**src/include/sslp_consts.svh**
```systemverilog
// Purpose: Named constants for the SRAM sleep control block
// Assumes: 25 MHz core clock, 40 ns period
// Notes:   Times in ns, wake recovery count derived from them
`ifndef SSLP_CONSTS_SVH
`define SSLP_CONSTS_SVH
`define SSLP_CLK_PERIOD_NS   40
`define SSLP_ENTRY_CYCLES    2
`define SSLP_WAKE_REC_NS     20
`define SSLP_WAKE_REC_CYCLES \
  (((`SSLP_WAKE_REC_NS + `SSLP_CLK_PERIOD_NS - 1) / `SSLP_CLK_PERIOD_NS) < 1 ? 1 : \
   ((`SSLP_WAKE_REC_NS + `SSLP_CLK_PERIOD_NS - 1) / `SSLP_CLK_PERIOD_NS))
`endif

```
**src/include/sslp_pkg.sv**
```systemverilog
// Purpose: Types for the SRAM sleep control block
// Assumes: Included constants header is available
// Notes:   One-hot power states
package sslp_pkg;
  typedef enum logic [3:0] {
    SSLP_AWAKE   = 4'h1,
    SSLP_ENTER   = 4'h2,
    SSLP_ASLEEP  = 4'h4,
    SSLP_RECOVER = 4'h8
  } sslp_state_t;
endpackage

```
**src/rtl/sslp_ctrl.sv**
```systemverilog
// Purpose: Sleep entry, hold and wake recovery control for a burst SRAM
// Assumes: Controller finishes pending work before raising the request
// Notes:   Gates commands and output enable for the memory core
`timescale 1ns/1ps
`include "sslp_consts.svh"

// Notes on behaviour
// - Sleep state is entered two clock cycles after request is seen high.
// - Internal state and array contents are kept untouched across sleep.
// - After request falls, normal operation returns after recovery time.
// - Asleep the device acts deselected, taking no reads or writes.
// - Sleep lasts exactly while request stays high, no timeout.
// - Asleep every input but sleep request is ignored; here reset still forces the state back to awake.
// - Asleep all data outputs are high impedance.
// - Sleep request is an asynchronous active-high input.
module sslp_ctrl
  import sslp_pkg::*;
#(
  parameter int ENTRY_CYCLES = `SSLP_ENTRY_CYCLES,
  parameter int REC_CYCLES   = `SSLP_WAKE_REC_CYCLES
) (
  input  wire logic clk,
  input  wire logic reset,
  input  wire logic sleep_request,
  input  wire logic cmd_select,
  input  wire logic cmd_write,
  input  wire logic data_oe_core,
  output logic      core_select,
  output logic      core_write,
  output logic      data_oe,
  output logic      asleep,
  output logic      recovering
);
  //--------------------------------------------------------------
  // Elaboration checks
  //--------------------------------------------------------------
  // Counts must fit the 8-bit step counter
  if (ENTRY_CYCLES < 1 || ENTRY_CYCLES > 255) begin : g_bad_entry
    $error("ENTRY_CYCLES out of range");
  end
  if (REC_CYCLES < 1 || REC_CYCLES > 255) begin : g_bad_rec
    $error("REC_CYCLES out of range");
  end

  localparam logic [7:0] ENTRY_LAST = 8'(ENTRY_CYCLES - 1);
  localparam logic [7:0] REC_LAST   = 8'(REC_CYCLES - 1);

  //--------------------------------------------------------------
  // Request synchroniser
  //--------------------------------------------------------------
  logic req_sync;

  // Asynchronous pin passes two flops first
  sslp_sync u_sync (
    .clk      (clk),
    .reset    (reset),
    .async_in (sleep_request),
    .sync_out (req_sync)
  );

  //--------------------------------------------------------------
  // Power state machine
  //--------------------------------------------------------------
  sslp_state_t state_reg;
  sslp_state_t state_next;
  logic [7:0]  cnt_reg;
  logic [7:0]  cnt_next;

  // Counter step shared by entry and recovery timing
  function automatic logic [7:0] cnt_step(input logic [7:0] value);
    cnt_step = value + 8'h01;
  endfunction

  // Next state and counter
  always_comb begin
    state_next = state_reg;
    cnt_next   = cnt_reg;
    unique case (state_reg)
      SSLP_AWAKE: begin
        if (req_sync) begin
          state_next = SSLP_ENTER; // Rising-edge sampling
          cnt_next   = 8'h00;
        end
      end
      SSLP_ENTER: begin
        if (!req_sync) begin
          state_next = SSLP_AWAKE;
        end else if (cnt_reg == ENTRY_LAST) begin
          state_next = SSLP_ASLEEP; // Two-cycle entry
        end else begin
          cnt_next = cnt_step(cnt_reg);
        end
      end
      SSLP_ASLEEP: begin
        if (!req_sync) begin
          state_next = SSLP_RECOVER; // Request low ends sleep into recovery; reset goes straight to awake
          cnt_next   = 8'h00;
        end
      end
      SSLP_RECOVER: begin
        if (req_sync) begin
          state_next = SSLP_ENTER;
          cnt_next   = 8'h00;
        end else if (cnt_reg == REC_LAST) begin
          state_next = SSLP_AWAKE; // Recovery elapsed
        end else begin
          cnt_next = cnt_step(cnt_reg);
        end
      end
    endcase
  end

  // Register state
  always_ff @(posedge clk) begin
    if (reset) begin
      state_reg <= SSLP_AWAKE;
      cnt_reg   <= 8'h00;
    end else begin
      state_reg <= state_next;
      cnt_reg   <= cnt_next;
    end
  end

  //--------------------------------------------------------------
  // Command and output gating
  //--------------------------------------------------------------
  logic sleeping;
  assign sleeping = (state_reg == SSLP_ASLEEP);

  // Deselect and ignore inputs while asleep; array never touched
  assign core_select = cmd_select && !sleeping;
  // Writes also blocked during recovery
  assign core_write  = cmd_select && cmd_write && (state_reg == SSLP_AWAKE
                       || state_reg == SSLP_ENTER);
  // Drivers off while asleep
  assign data_oe     = data_oe_core && !sleeping;
  assign asleep      = sleeping;
  assign recovering  = (state_reg == SSLP_RECOVER);
endmodule

```
**src/rtl/sslp_sync.sv**
```systemverilog
// Purpose: Two-stage synchroniser for an asynchronous level
// Assumes: Single clock domain on the output side
// Notes:   First stage feeds only the second stage
`timescale 1ns/1ps
module sslp_sync (
  input  wire logic clk,
  input  wire logic reset,
  input  wire logic async_in,
  output logic      sync_out
);
  logic meta_reg;
  logic meta_next;
  logic sync_reg;
  logic sync_next;

  // Next values of the two stages
  always_comb begin
    meta_next = async_in;
    sync_next = meta_reg;
  end

  // Register stages
  always_ff @(posedge clk) begin
    if (reset) begin
      meta_reg <= 1'b0;
      sync_reg <= 1'b0;
    end else begin
      meta_reg <= meta_next;
      sync_reg <= sync_next;
    end
  end

  assign sync_out = sync_reg;
endmodule

```
**config.mk**
```make
export PLATFORM = sky130hd
export DESIGN_NAME = sslp_ctrl
export DESIGN_NICKNAME = d
export VERILOG_FILES = /design/src/include/sslp_pkg.sv /design/src/rtl/sslp_ctrl.sv /design/src/rtl/sslp_sync.sv
export VERILOG_INCLUDE_DIRS = /design/src /design/src/include
export SDC_FILE = /design/constraint.sdc
export NUM_CORES = 1
export LEC_CHECK = 0
export BUFFER_PORTS_ARGS = -buffer_cell sky130_fd_sc_hd__buf_2
export CORE_UTILIZATION = 50
export CTS_CLUSTER_SIZE = 14
export DETAILED_ROUTE_END_ITERATION = 16
export PLACE_DENSITY = 0.72
export SETUP_SLACK_MARGIN = 0.5
export SLEW_MARGIN = 20
export SYNTH_ARGS = -nofsm -noshare
export SYNTH_HDL_FRONTEND = slang
export SYNTH_HIERARCHICAL = 1
export SYNTH_SLANG_ARGS = --single-unit
```
**constraint.sdc**
```tcl
create_clock -name clk -period 2.05 [get_ports clk]
set_input_delay 0.1025 -clock clk [delete_from_list [all_inputs] [get_ports clk]]
set_output_delay 0.1025 -clock clk [all_outputs]
set_load 0.02 [all_outputs]
```
==> PnR_summary.wiki <==
{| class="wikitable"
! Metric !! Value
|-
| Outcome || finished, final reports clean
|-
| Power Density || 603 nW/µm²
|-
| Final Core Density || 0.816
|-
| Share of final-layout standard cells stronger than drive strength 1 || 0.496
|-
| Total routed wirelength || 2160 µm
|-
| Leading cell types in the layout, fill and taps excluded || buf_4, buf_2, dfxtp_2
|-
| Number of flip-flops and latches in the synthesized netlist || 14
|-
| Worst Max-Slew Pin Slew || 443 ps
|-
| Timing-limited maximum frequency || 0.581 GHz
|-
| Count of pins on the block boundary || 11
|-
| Total Negative Setup Slacks || 0 ps
|-
| CTS tree || built
|-
| Largest net degree at the start of global routing || 10
|-
| Average cell area after synthesis || 8.13 µm²
|-
| Asr flop ratio synth || 0
|-
| Total routing usage reported by global routing || 0.275
|-
| Setup repair after global routing missed its margin || true
|-
| Element type at the critical path end || flip-flop
|-
| Relative slew margins || 0.702
|-
| Horizontal extent of the die || 41.7 µm
|-
| Diode insertion count for antenna repair || 0
|-
| Clock period minus final worst setup slack || 1720 ps
|-
| Core Region || 1380 µm²
|-
| # H-tree levels || 1
|-
| Worst skew pair latency || 280 ps
|-
| Via count of the first global-routing pass || 797
|-
| Die H || 41.7 µm
|-
| Most instantiated flip-flop cell in the synthesis netlist || dfxtp_1
|-
| Number of synthesized flops with an enable pin || 0
|-
| Type of the setup path with the least slack || flip-flop to flip-flop
|-
| Global-route wire length before repair || 3630 µm
|-
| Vias/cell || 6.29
|-
| Final hold violation count || 0
|-
| Nature of the critical path startpoint || flip-flop
|-
| Worst-path fanout max || 4
|-
| Sequential area share after synthesis || 0.356
|-
| Total number of yosys warnings || 6
|-
| Number of input and output port buffers inserted || 10
|-
| Clock-pin slew on the worst setup and hold paths || 90 ps
|-
| Final max-slew violation count || 0
|-
| Number of core rows || 13
|-
| Wirelength per Cell || 15.9 µm
|-
| Post-synth design cell area || 788 µm²
|-
| Worst vdd rail ir drop || 0.478 mV
|-
| WP data arrival || 1930 ps
|-
| R2R cell count || 6
|-
| Hpwl dp || 1260 µm
|-
| Leakage dissipation || 0.427 nW
|-
| GR Overflow Total || 0
|-
| Maximum capacitance violations || 0
|-
| Iteration-0 DRC count of the detailed router || 22
|-
| Mapped Nets || 106
|-
| Endpoints failing setup || 0
|-
| Net count of the finished layout || 131
|-
| Clock skew after layout || 2.48 ps
|-
| Synthesis-to-finish area growth || 43.2%
|-
| DRT Pass-1 Iters || 4
|-
| Worst EP required || 2260 ps
|-
| Post-synthesis cell count || 97
|-
| Number of hold-repair buffers added at the cts stage || 0
|-
| Number of sinks handled by clock tree synthesis || 14
|-
| Initial Utilization || 0.570
|-
| Placer Congestion || 0.813
|-
| Max Root-Sink Buffers || 2
|-
| Max FFs per register || 8
|-
| Worst min-delay path class || primary input to flip-flop
|-
| Overall power consumption || 0.680 mW
|-
| Root buffer cell || clkbuf_4
|-
| Die footprint || 1740 µm²
|-
| Initial antenna violation count || 0
|-
| Hold Crit Depth || 2
|-
| DRC errors left || 0
|-
| Most common library cell in the layout ignoring fill and taps || buf_4
|-
| Overall via count from detail_route || 856
|-
| Detail Route Antenna Nets || 0
|-
| Distinct cell type count after synthesis || 33
|-
| Part of the cycle the worst path needs || 0.839
|-
| TritonCTS Buffers || 3
|}
cell families after synthesis:
logic type / after synthesis / synth area share
and+or+nand+nor: 47 / 0.344
AOI/OAI and AO/OA: 23 / 0.192
DFF: 14 / 0.356
buffers and inverters: 9 / 0.0492
adders and majority gates: 3 / 0.0476
xor gates and xnor gates: 1 / 0.0111
repair_timing:
item / CTS / global route
endpoints found under the setup margin: 12 / 15
resized for setup: 14 / 18
cloned: 0 / 1
buffers inserted: 10 / 0
pin swaps: 12 / 10
Yosys cell counts, drive strengths merged (3+ instances only):
master | instances | area (µm²)
nor2b | 4 | 25.0
nand3 | 6 | 30.0
or3 | 8 | 50.1
inv | 6 | 22.5
a21oi | 8 | 40.0
nand2 | 5 | 18.8
dfxtp | 14 | 280
o21ai | 7 | 42.5
nor4 | 3 | 18.8
nor3 | 4 | 20.0
ha | 3 | 37.5
nor2 | 6 | 22.5
metrics by stage:
stage	setup slack [ps]	area, µm²	std cells	hold WS, ps
6_report	330	1130	136	27.1
5_1_grt	210	1130	136	43.4
4_1_cts	370	1080	135	24.7
3_5_place_dp	178	910	121	322
3_3_place_gp	256	910	121	317
2_1_floorplan	413	852	97	164
worst max-delay path, stage by stage (launching register included):
cell and delay [ps]:
dfxtp_4 360, nand2b_2 210, or4_4 460, o221ai_4 230, buf_2 190, o21ai_0 80
a21oi_1 130
power by group:
part	switching, mW	internal (mW)
Sequential	0.0100	0.279
Clock	0.0973	0.108
Combinational	0.0978	0.0878
Total	0.205	0.475
cell type report:
type	instances	area (µm²)
Multi-Input combinational cell	74	592
Sequential cell	14	304
Fill cell	91	254
Timing Repair Buffer	23	155
Clock buffer	4	36.3
Inverter	6	22.5
Tap cell	15	18.8
final timing paths:
check,slack [ps],endpoint,start
worst max register to register,330,cnt_reg[2],state_reg[1]
worst min register to register,450,u_sync/sync_out,u_sync/meta_reg
worst min-delay path,30,u_sync/meta_reg,sleep_request
worst max-delay path,330,cnt_reg[2],state_reg[1]
layer usage:
metal	vias to the layer above	track usage	part of all wire
li1	407	-	-
met1	408	0.364	0.45
met2	33	0.438	0.47
met3	8	0.0565	0.056
met4	0	0.110	0.026
met5	-	0	0
Power figures use the tool's default switching activity.
